[src/pkg/ucodec_map.svh]
// Constants for the USB 2.0 line-state and NRZI codec.
`ifndef UCODEC_MAP_SVH
`define UCODEC_MAP_SVH
// Sampling clock cycles per bit.
`define UCODEC_SPB 3'h4
// Half-bit phase; one less is loaded after a transition so the next sample lands mid-bit.
`define UCODEC_HALF 3'h2
// Run of ones after which a zero is stuffed.
`define UCODEC_STUFF_RUN 3'h6
// Cycles without any line change that mark the bus as idle.
`define UCODEC_IDLE_CNT 6'h20
// Longest SE1 in cycles still taken as a passing transition.
`define UCODEC_SE1_TOL 2'h2
`endif

[src/pkg/ucodec_pkg.sv]
// Types shared by the USB 2.0 line-state and NRZI codec.
`default_nettype none
package ucodec_pkg;
	typedef enum logic [1:0] {
		LS_SE0 = 2'h0,
		LS_J = 2'h1,
		LS_K = 2'h2,
		LS_SE1 = 2'h3
	} ucodec_line_e;

	typedef enum logic [1:0] {
		TX_IDLE = 2'h0,
		TX_DATA = 2'h1,
		TX_STUFF = 2'h3
	} ucodec_tx_e;

	typedef struct packed {
		logic dp;
		logic dm;
	} ucodec_pins_s;
endpackage : ucodec_pkg
`default_nettype wire

[src/rtl/ucodec_top.sv]
// Bit-level codec for a legacy USB 2.0 differential pair.
// ============================================================
// Summary of operation
// - Both low is SE0, both high SE1.
// - J and K polarity follows the speed.
// - Data travels only as J or K.
// - Never drive SE1; flag lasting SE1.
// - NRZI: one holds, zero toggles.
// - Realign sampling phase on J/K transitions.
// - Stuff a zero after six ones.
// - Stuffing happens even before a zero.
// - Receiver drops the zero after six ones.
// - Idle D+ high is full, D- low.
`timescale 1ns/1ps
`default_nettype none
`include "ucodec_map.svh"
module ucodec_top (
	input wire logic sys_clk,
	input wire logic arst_n,
	input wire logic dp_in,
	input wire logic dm_in,
	output logic dp_out,
	output logic dm_out,
	output logic line_oe,
	input wire logic tx_valid,
	input wire logic tx_bit,
	output logic tx_ack,
	output logic rx_valid,
	output logic rx_bit,
	output logic [1:0] line_state,
	output logic speed_ls,
	output logic speed_known,
	output logic rx_se1_err,
	output logic rx_stuff_err
);

	// ============================================================
	// Helpers
	function automatic ucodec_pkg::ucodec_line_e classify(input ucodec_pkg::ucodec_pins_s p, input logic ls);
		if (p.dp == p.dm) begin
			classify = p.dp ? ucodec_pkg::LS_SE1 : ucodec_pkg::LS_SE0;
		end else if (p.dp ^ ls) begin
			classify = ucodec_pkg::LS_J;
		end else begin
			classify = ucodec_pkg::LS_K;
		end
	endfunction : classify

	// Only J or K can come out: the two lines are always complements.
	function automatic ucodec_pkg::ucodec_pins_s line_drive(input logic j, input logic ls);
		line_drive.dp = j ^ ls;
		line_drive.dm = ~(j ^ ls);
	endfunction : line_drive

	// ============================================================
	// Input synchroniser and line classification
	ucodec_pkg::ucodec_pins_s sync1_reg, sync2_reg, prev_reg;
	always_ff @(posedge sys_clk or negedge arst_n) begin
		if (!arst_n) begin
			sync1_reg <= '0;
			sync2_reg <= '0;
			prev_reg <= '0;
		end else begin
			sync1_reg <= '{dp: dp_in, dm: dm_in};
			sync2_reg <= sync1_reg;
			prev_reg <= sync2_reg;
		end
	end

	logic speed_ls_reg, speed_ls_next, speed_known_reg, speed_known_next;
	logic [5:0] stable_reg, stable_next;
	logic [1:0] se1_reg, se1_next;
	logic se1_err_reg, se1_err_next;
	ucodec_pkg::ucodec_line_e state_reg, state_next;
	logic changed, jk_now, jk_prev, transition, idle_seen;

	always_comb begin
		changed = (sync2_reg != prev_reg);
		jk_now = (sync2_reg.dp != sync2_reg.dm);
		jk_prev = (prev_reg.dp != prev_reg.dm);
		transition = changed && jk_now && jk_prev;
		// The first edge after a quiet spell must still start the receiver, so a change ends idle at once.
		idle_seen = (stable_reg == `UCODEC_IDLE_CNT) && !changed;
		stable_next = changed ? '0 : (idle_seen ? stable_reg : stable_reg + 6'h1);
		speed_ls_next = speed_ls_reg;
		speed_known_next = speed_known_reg;
		// The transmitter's own drive would be mistaken for idle, so only listen while released.
		if (idle_seen && jk_now && !line_oe) begin
			speed_ls_next = sync2_reg.dm;
			speed_known_next = 1'b1;
		end
		state_next = classify(sync2_reg, speed_ls_reg);
		se1_next = '0;
		if (state_next == ucodec_pkg::LS_SE1) begin
			se1_next = (se1_reg == `UCODEC_SE1_TOL) ? se1_reg : se1_reg + 2'h1;
		end
		se1_err_next = (se1_reg == `UCODEC_SE1_TOL) && (state_next == ucodec_pkg::LS_SE1);
	end

	always_ff @(posedge sys_clk or negedge arst_n) begin
		if (!arst_n) begin
			speed_ls_reg <= 1'b0;
			speed_known_reg <= 1'b0;
			stable_reg <= '0;
			se1_reg <= '0;
			se1_err_reg <= 1'b0;
			state_reg <= ucodec_pkg::LS_SE0;
		end else begin
			speed_ls_reg <= speed_ls_next;
			speed_known_reg <= speed_known_next;
			stable_reg <= stable_next;
			se1_reg <= se1_next;
			se1_err_reg <= se1_err_next;
			state_reg <= state_next;
		end
	end

	// ============================================================
	// Receiver: clock recovery, NRZI decode and unstuffing
	logic rx_act_reg, rx_act_next, ref_reg, ref_next;
	logic [2:0] phase_reg, phase_next, rx_ones_reg, rx_ones_next, turn_reg, turn_next;
	logic rx_valid_reg, rx_valid_next, rx_bit_reg, rx_bit_next, stuff_err_reg, stuff_err_next;
	logic dec_bit;

	always_comb begin
		rx_act_next = rx_act_reg;
		ref_next = ref_reg;
		phase_next = phase_reg;
		rx_ones_next = rx_ones_reg;
		rx_valid_next = 1'b0;
		rx_bit_next = rx_bit_reg;
		stuff_err_next = 1'b0;
		dec_bit = (sync2_reg.dp == ref_reg);
		// Our own drive still echoes through the synchroniser for a few cycles after release.
		turn_next = {turn_reg[1:0], line_oe};
		if (line_oe || (turn_reg != '0) || !jk_now || idle_seen) begin
			// SE0, SE1 or a quiet line carries no data and ends any run.
			rx_act_next = 1'b0;
			rx_ones_next = '0;
			ref_next = sync2_reg.dp;
			phase_next = `UCODEC_HALF;
		end else if (transition) begin
			rx_act_next = 1'b1;
			phase_next = `UCODEC_HALF - 3'h1;
		end else if (rx_act_reg) begin
			if (phase_reg == '0) begin
				phase_next = `UCODEC_SPB - 3'h1;
				ref_next = sync2_reg.dp;
				if (rx_ones_reg == `UCODEC_STUFF_RUN) begin
					rx_ones_next = '0;
					stuff_err_next = dec_bit;
					// A stuffed zero is swallowed here and never reaches the user.
				end else begin
					rx_valid_next = 1'b1;
					rx_bit_next = dec_bit;
					rx_ones_next = dec_bit ? rx_ones_reg + 3'h1 : '0;
				end
			end else begin
				phase_next = phase_reg - 3'h1;
			end
		end
	end

	always_ff @(posedge sys_clk or negedge arst_n) begin
		if (!arst_n) begin
			rx_act_reg <= 1'b0;
			turn_reg <= '0;
			ref_reg <= 1'b0;
			phase_reg <= '0;
			rx_ones_reg <= '0;
			rx_valid_reg <= 1'b0;
			rx_bit_reg <= 1'b0;
			stuff_err_reg <= 1'b0;
		end else begin
			rx_act_reg <= rx_act_next;
			turn_reg <= turn_next;
			ref_reg <= ref_next;
			phase_reg <= phase_next;
			rx_ones_reg <= rx_ones_next;
			rx_valid_reg <= rx_valid_next;
			rx_bit_reg <= rx_bit_next;
			stuff_err_reg <= stuff_err_next;
		end
	end

	// ============================================================
	// Transmitter: bit stuffing then NRZI
	ucodec_pkg::ucodec_tx_e tx_reg, tx_next;
	logic lvl_reg, lvl_next, ack_reg, ack_next, oe_reg, oe_next;
	logic [2:0] tx_cnt_reg, tx_cnt_next, tx_ones_reg, tx_ones_next;
	ucodec_pkg::ucodec_pins_s pins_reg, pins_next;
	logic take;

	always_comb begin
		tx_next = tx_reg;
		lvl_next = lvl_reg;
		tx_cnt_next = tx_cnt_reg;
		tx_ones_next = tx_ones_reg;
		take = 1'b0;
		case (tx_reg)
			ucodec_pkg::TX_IDLE: begin
				lvl_next = 1'b1;
				tx_ones_next = '0;
				take = tx_valid;
			end
			ucodec_pkg::TX_DATA, ucodec_pkg::TX_STUFF: begin
				if (tx_cnt_reg != '0) begin
					tx_cnt_next = tx_cnt_reg - 3'h1;
				end else if (tx_ones_reg == `UCODEC_STUFF_RUN) begin
					// Stuffed regardless of the pending bit, so the line must change.
					tx_next = ucodec_pkg::TX_STUFF;
					lvl_next = ~lvl_reg;
					tx_ones_next = '0;
					tx_cnt_next = `UCODEC_SPB - 3'h1;
				end else if (tx_valid) begin
					take = 1'b1;
				end else begin
					tx_next = ucodec_pkg::TX_IDLE;
					lvl_next = 1'b1;
					tx_ones_next = '0;
				end
			end
			default: begin
				tx_next = ucodec_pkg::TX_IDLE;
			end
		endcase
		if (take) begin
			tx_next = ucodec_pkg::TX_DATA;
			lvl_next = tx_bit ? lvl_reg : ~lvl_reg;
			tx_ones_next = tx_bit ? tx_ones_reg + 3'h1 : '0;
			tx_cnt_next = `UCODEC_SPB - 3'h1;
		end
		ack_next = take;
		oe_next = (tx_next != ucodec_pkg::TX_IDLE);
		pins_next = line_drive(lvl_next, speed_ls_reg);
	end

	always_ff @(posedge sys_clk or negedge arst_n) begin
		if (!arst_n) begin
			tx_reg <= ucodec_pkg::TX_IDLE;
			lvl_reg <= 1'b1;
			tx_cnt_reg <= '0;
			tx_ones_reg <= '0;
			ack_reg <= 1'b0;
			oe_reg <= 1'b0;
			pins_reg <= '{dp: 1'b1, dm: 1'b0};
		end else begin
			tx_reg <= tx_next;
			lvl_reg <= lvl_next;
			tx_cnt_reg <= tx_cnt_next;
			tx_ones_reg <= tx_ones_next;
			ack_reg <= ack_next;
			oe_reg <= oe_next;
			pins_reg <= pins_next;
		end
	end

	// ============================================================
	// Outputs
	assign dp_out = pins_reg.dp;
	assign dm_out = pins_reg.dm;
	assign line_oe = oe_reg;
	assign tx_ack = ack_reg;
	assign rx_valid = rx_valid_reg;
	assign rx_bit = rx_bit_reg;
	assign line_state = state_reg;
	assign speed_ls = speed_ls_reg;
	assign speed_known = speed_known_reg;
	assign rx_se1_err = se1_err_reg;
	assign rx_stuff_err = stuff_err_reg;

endmodule : ucodec_top
`default_nettype wire

[config.mk]
export PLATFORM = sky130hd
export DESIGN_NAME = ucodec_top
export DESIGN_NICKNAME = d
export VERILOG_FILES = /design/src/pkg/ucodec_pkg.sv /design/src/rtl/ucodec_top.sv
export VERILOG_INCLUDE_DIRS = /design/src /design/src/pkg
export SDC_FILE = /design/constraint.sdc
export NUM_CORES = 1
export LEC_CHECK = 0
export ABC_AREA = 1
export BUFFER_PORTS_ARGS = -buffer_cell sky130_fd_sc_hd__buf_4
export CELL_PAD_IN_SITES_DETAIL_PLACEMENT = 1
export CELL_PAD_IN_SITES_GLOBAL_PLACEMENT = 2
export CORE_ASPECT_RATIO = 0.8
export CORE_MARGIN = 2
export CORE_UTILIZATION = 37
export CTS_CLUSTER_SIZE = 24
export DETAILED_ROUTE_END_ITERATION = 7
export GPL_TIMING_DRIVEN = 0
export PLACE_DENSITY_LB_ADDON = 0.1
export SYNTH_ARGS = -nofsm -noshare
export SYNTH_HDL_FRONTEND = slang
export SYNTH_SLANG_ARGS = --single-unit
[constraint.sdc]
create_clock -name sys_clk -period 1.96 [get_ports sys_clk]
set_input_delay 0.196 -clock sys_clk [delete_from_list [all_inputs] [get_ports sys_clk]]
set_output_delay 0.196 -clock sys_clk [all_outputs]
set_load 0.01 [all_outputs]
Yosys cells after proc, flatten, opt, wreduce, memory -nomap -nowiden
Cells that the tools add are included.
- flip-flop bits (word level): 46
- logic and storage cells: 145
- mux-type cells: 58
- $add $sub $neg: 6
- reduce and logical (&&, ||, !) cells: 29
- equal/unequal tests: 17
- bitwise logic cells: 7
- operators with widths (kind ; count):
    $mux 3 ; 19
    $mux 1 ; 24
    $mux 2 ; 9
    $reduce_bool 3->1 ; 5
    $mux 6 ; 2
    $reduce_bool 2->1 ; 5
    $add 3x1->3 const B ; 2
    $add 6x1->6 const B ; 1
    $eq 2x2->1 const B ; 3
    $eq 3x3->1 const B ; 2
    $eq 6x6->1 const B ; 1
    $logic_and 1x1->1 ; 6
    $pmux 3 s2 ; 1
    $reduce_and 3->1 ; 2
    $sub 3x1->3 const B ; 2
    $not 1->1 ; 5
    $reduce_and 5->1 ; 1
    $ne 2x2->1 const B ; 2
    $ne 4x4->1 const B ; 1
    $pmux 1 s2 ; 2
    $pmux 2 s2 ; 1
    $logic_not 1->1 ; 3
    $logic_not 3->1 ; 1
    $logic_or 1x1->1 ; 3
    other kinds (11) ; 14

Depth between registers and ports, before layout
- depth after elaboration: 7
- mapped depth: 11
- gate-level depth less buffers: 11

Least setup slack after synthesis
No wires, ideal clock.
- path kind: reg-to-reg
- start point: register sync2_reg[1] (netlist bit)
- end point: register ref_reg
- path slack: 0.399 ns
- arrival: 1.495 ns
- buffers on the path: 0
- cell stages (with the launch flop): 8
- cell sequence: dfrtp_1 ha_1 o21ai_0 a21oi_1 nand3_2 nand2_2 nand2_1 nand2_1
- longest elaborated chain between the ends: 6
- ends and longest elaborated chain (item ; RTL line ; text):
    from (decl) ; ucodec_top.sv:57 ; ucodec_pkg::ucodec_pins_s sync1_reg, sync2_reg, prev_reg;
    from (signal assigned) ; ucodec_top.sv:65 ; sync2_reg <= sync1_reg;
    $ne 2x2->1 / $ne 1x1->1 (equally long branches) ; ucodec_top.sv:78, ucodec_top.sv:79 ;
    $logic_not 1->1 (on tied branches) ; ucodec_top.sv:83, ucodec_top.sv:136 ;
    $logic_and 1x1->1 / $logic_or 1x1->1 (equally long branches) ; ucodec_top.sv:83, ucodec_top.sv:136 ;
    $logic_or 1x1->1 ; ucodec_top.sv:136 ; if (line_oe || (turn_reg != '0) || !jk_now || idle_seen) begin
    $ne 2x1->1 (no line) / $reduce_bool 2->1 (equally long branches) ; - ;
    $reduce_and 3->1 (no line) ; - ;
    to (signal assigned) ; ucodec_top.sv:177 ; ref_reg <= ref_next;
    to (decl) ; ucodec_top.sv:120 ; logic rx_act_reg, rx_act_next, ref_reg, ref_next;
Parallel ways exist; a longest one is shown, timed or not. The select of a mux whose other input is x is not followed.
A chain may end at the register's enable or synchronous reset.

Final worst setup path
- start point: register sync2_reg[1] (netlist bit)
- end point: register rx_ones_reg[1]
- longest elaborated chain between the ends: 7
- ends and longest elaborated chain (item ; RTL line ; text):
    $eq 1x1->1 ; ucodec_top.sv:133 ; dec_bit = (sync2_reg.dp == ref_reg);
    $mux 3 ; ucodec_top.sv:156 ; rx_ones_next = dec_bit ? rx_ones_reg + 3'h1 : '0;
    $mux 3 ; ucodec_top.sv:149 ; if (rx_ones_reg == `UCODEC_STUFF_RUN) begin
    $mux 3 ; ucodec_top.sv:146 ; if (phase_reg == '0) begin
    $mux 3 ; ucodec_top.sv:145 ; end else if (rx_act_reg) begin
    $mux 3 ; ucodec_top.sv:142 ; end else if (transition) begin
    $mux 3 ; ucodec_top.sv:136 ;
    to (signal assigned) ; ucodec_top.sv:179 ; rx_ones_reg <= rx_ones_next;
    to (decl) ; ucodec_top.sv:121 ; logic [2:0] phase_reg, phase_next, rx_ones_reg, rx_ones_next, turn_reg, turn_next;
Parallel ways exist; a longest one is shown, timed or not. The select of a mux whose other input is x is not followed.

==> out/summary.txt <==
Power Total - 0.00228 W
Most common cell on crit path - nand2_1
TNS Setup - 0 ns
Crit start category - flop
Initial core utilization - 38.4%
Max reg flops - 6
Seq/Total Area, Yosys - 50.8%
Synth top area cells - dfrtp_1, nand2_1, ha_1, inv_1, nand3_1
Crit share post-route - 88.4%
Max-cap violations - 0
Synth Flop Type - dfrtp_1
Die Ht - 74.1 um
CTS Sinks - 46
Vias in the first global route - 1,658
CTS tree - built
Final HPWL DP - 3210 um
Library cells used by synthesis - 31
First-pass GRT wire length - 7680 um
Core box area - 0.00591 mm^2
Total CTS buffers - 5
Die width - 91.6 um
Placer congestion estimate - 0.742
CP top delay family - simple AND/OR/NAND/NOR gates
Fraction of the mapped netlist area in simple logic gates - 25.3%
GRT overflow - 0
RR Startpoint - sync2_reg[1]$_DFF_PN0_
Post-Synth Adder-Cell Area - 6.61%
Tot GR Track Use - 14.4%
Max frequency - 577 MHz
Vias - 1,620
Fillers - 691
Shortest period the worst path allows - 1.73 ns
Reg clk slew, reported paths - 0.08 ns
Ys Warns - 0
Via density per instance - 4.54
Post-synth EDFFs - 0
Final Hold Fails - 0
CP Capture Type - flop
Worst-margin pin slew - 0.582 ns
Setup Skew - 0.00800 ns
Pwr dens - 870 mW/mm^2
Synth Area in XOR/XNOR - 1.93%
Ports - 18
Hold crit path type - input port to flop
CTS root buffer - clkbuf_8
WS Path Type - flop to flop
CP Max Fanout - 7
Critical path buffer and inverter count - 0
Post-Syn Area per Cell - 9.12 um^2
Count leader, synth - nand2_1
# rows - 25
Final Core Density - 44.3%
Share of layout cells above drive strength 1 - 16.7%
Hold path start - tx_bit
Max-slew violation total from the final report - 0
Area grow syn2layout - 15.2%
Top cells by count, synth - nand2_1, dfrtp_1, inv_1
Routed Antenna Nets - 0
DR pass1 iterations - 4
Post-synthesis mux area share - 0%
Clock buffer depth - 2
Number of setup violations in the final report - 0
Slowest stage cell, crit path - dfrtp_1
Antenna cells - 0
RSZ-0062 raised after global routing - false
Iteration-0 DRC Markers - 31
Largest net degree at the start of global routing - 47
CTS H-Tree Depth - 2
Worst-Skew Late Latency - 0.30 ns
Wire per inst - 12.2 um
Status - completed
Initial antenna violation count - 0
Total wire length - 4360 um
Leakage - 1.34 nW
Main combinational cell family by area after synthesis - simple AND/OR/NAND/NOR gates
Synthesized area - 0.00227 mm^2
Max-slew headroom - 61.2%
Synth area leader - dfrtp_1
Worst-path cell chain - ha_1 > nand2_1 > nor2_4 > nand3_2 > nand2_2 > nand2_1 > nand2_1
Synth Area in Compound Gates - 8.87%
Crit path from - sync2_reg[1]$_DFF_PN0_
Syn nets - 267
Top cell type's share of synthesized area - 48.5%
Die area - 0.00678 mm^2
DRC - 0
Worst vdd ir - 0.373 mV
Worst EP arrival - 1.97 ns
Port Buffers - 17
Nets - 294
Seq cells post-synth - 46
Mapped Cells - 249
Ys async rst share - 100%
Slowest cell delay on critical path - 0.49 ns
Critical path data required time - 2.20 ns
==> area by class of cell <==
cell class | count | area, um^2 | area share (%)
multi-input cells | 165 | 977 | 37.4
clock inverters | 1 | 7.51 | 0.287
plain buffers | 1 | 5.00 | 0.191
well taps | 81 | 101 | 3.87
flip-flops and latches | 46 | 1150 | 44.1
inverters | 37 | 141 | 5.40
clock buffers | 6 | 72.6 | 2.77
repair buffers | 20 | 158 | 6.03
==> cell usage in the layout, fill, tap and decap left out, types with 3 or more instances in the layout <==
cell | Yosys | layout
o21ai_0 | 16 | 16
o21ai_1 | 3 | 3
buf_4 | 0 | 17
xor2_1 | 3 | 3
dfrtp_1 | 44 | 44
nor2_4 | 3 | 3
clkbuf_8 | 0 | 5
nand2_1 | 58 | 58
nand3_1 | 24 | 24
nor2_1 | 14 | 13
inv_1 | 34 | 34
dlygate4sd3_1 | 0 | 3
ha_1 | 12 | 12
a21oi_1 | 9 | 8
nand2_4 | 4 | 4
==> metal layers <==
metal  vias up  wire length [um]  track usage [%]
li1        843                 -                -
met5         -                 0                0
met1       755              2400             21.3
met4         0                68             6.06
met2        17              1760             20.6
met3         5               130             3.24
==> worst min-delay path: stages <==
cell and delay, ns:
buf_4 0.11, nand2_1 0.12, o21ai_0 0.09
==> metrics by stage <==
stage / setup WS, ns / instance area (um^2) / hold WS (ns) / instances
after global routing: 0.0526 / 2620 / 0.306 / 357
after detailed placement: 0.101 / 2500 / 0.251 / 347
after global placement: 0.121 / 2500 / 0.248 / 347
after floorplan: 0.399 / 2270 / -0.0996 / 249
final: 0.228 / 2620 / 0.262 / 357
after CTS: 0.0767 / 2610 / 0.256 / 357
==> repair_timing <==
item	4_1_cts	5_1_grt
setup buffers	0	0
setup endpoints to repair	0	8
hold buffers	3	0
resized for setup	0	2
hold endpoints to repair	46	0
==> power breakdown <==
group | switching, W | leakage (nW) | internal [W] | total (W)
clock network | 0.000323 | 0.0373 | 0.000245 | 0.000568
registers | 0.0000854 | 0.573 | 0.00109 | 0.00117
logic | 0.000328 | 0.733 | 0.000207 | 0.000535
==> logic make-up (layout without fill, tap and decap cells) <==
logic type,count (synthesis),after routing
adders and majority gates,12,12
xor gates and xnor gates,5,5
and+or+nand+nor,115,115
buffers and inverters,38,65
AOI/OAI and AO/OA,33,33
DFF,46,46
==> final timing paths <==
check                      slack [ns]  depth (start not counted)                         end
max                              0.23                          7  rx_ones_reg[1]$_DFFE_PN0P_
min                              0.26                          3  tx_ones_reg[2]$_DFFE_PN0P_
max in group asynchronous        1.13                          2    phase_reg[0]$_DFFE_PN0P_
max reg2reg                      0.23                          7  rx_ones_reg[1]$_DFFE_PN0P_
min in group asynchronous        0.45                          2       turn_reg[1]$_DFF_PN0_
min reg2reg                      0.37                          0      sync2_reg[1]$_DFF_PN0_
Power figures use the tool's default switching activity.
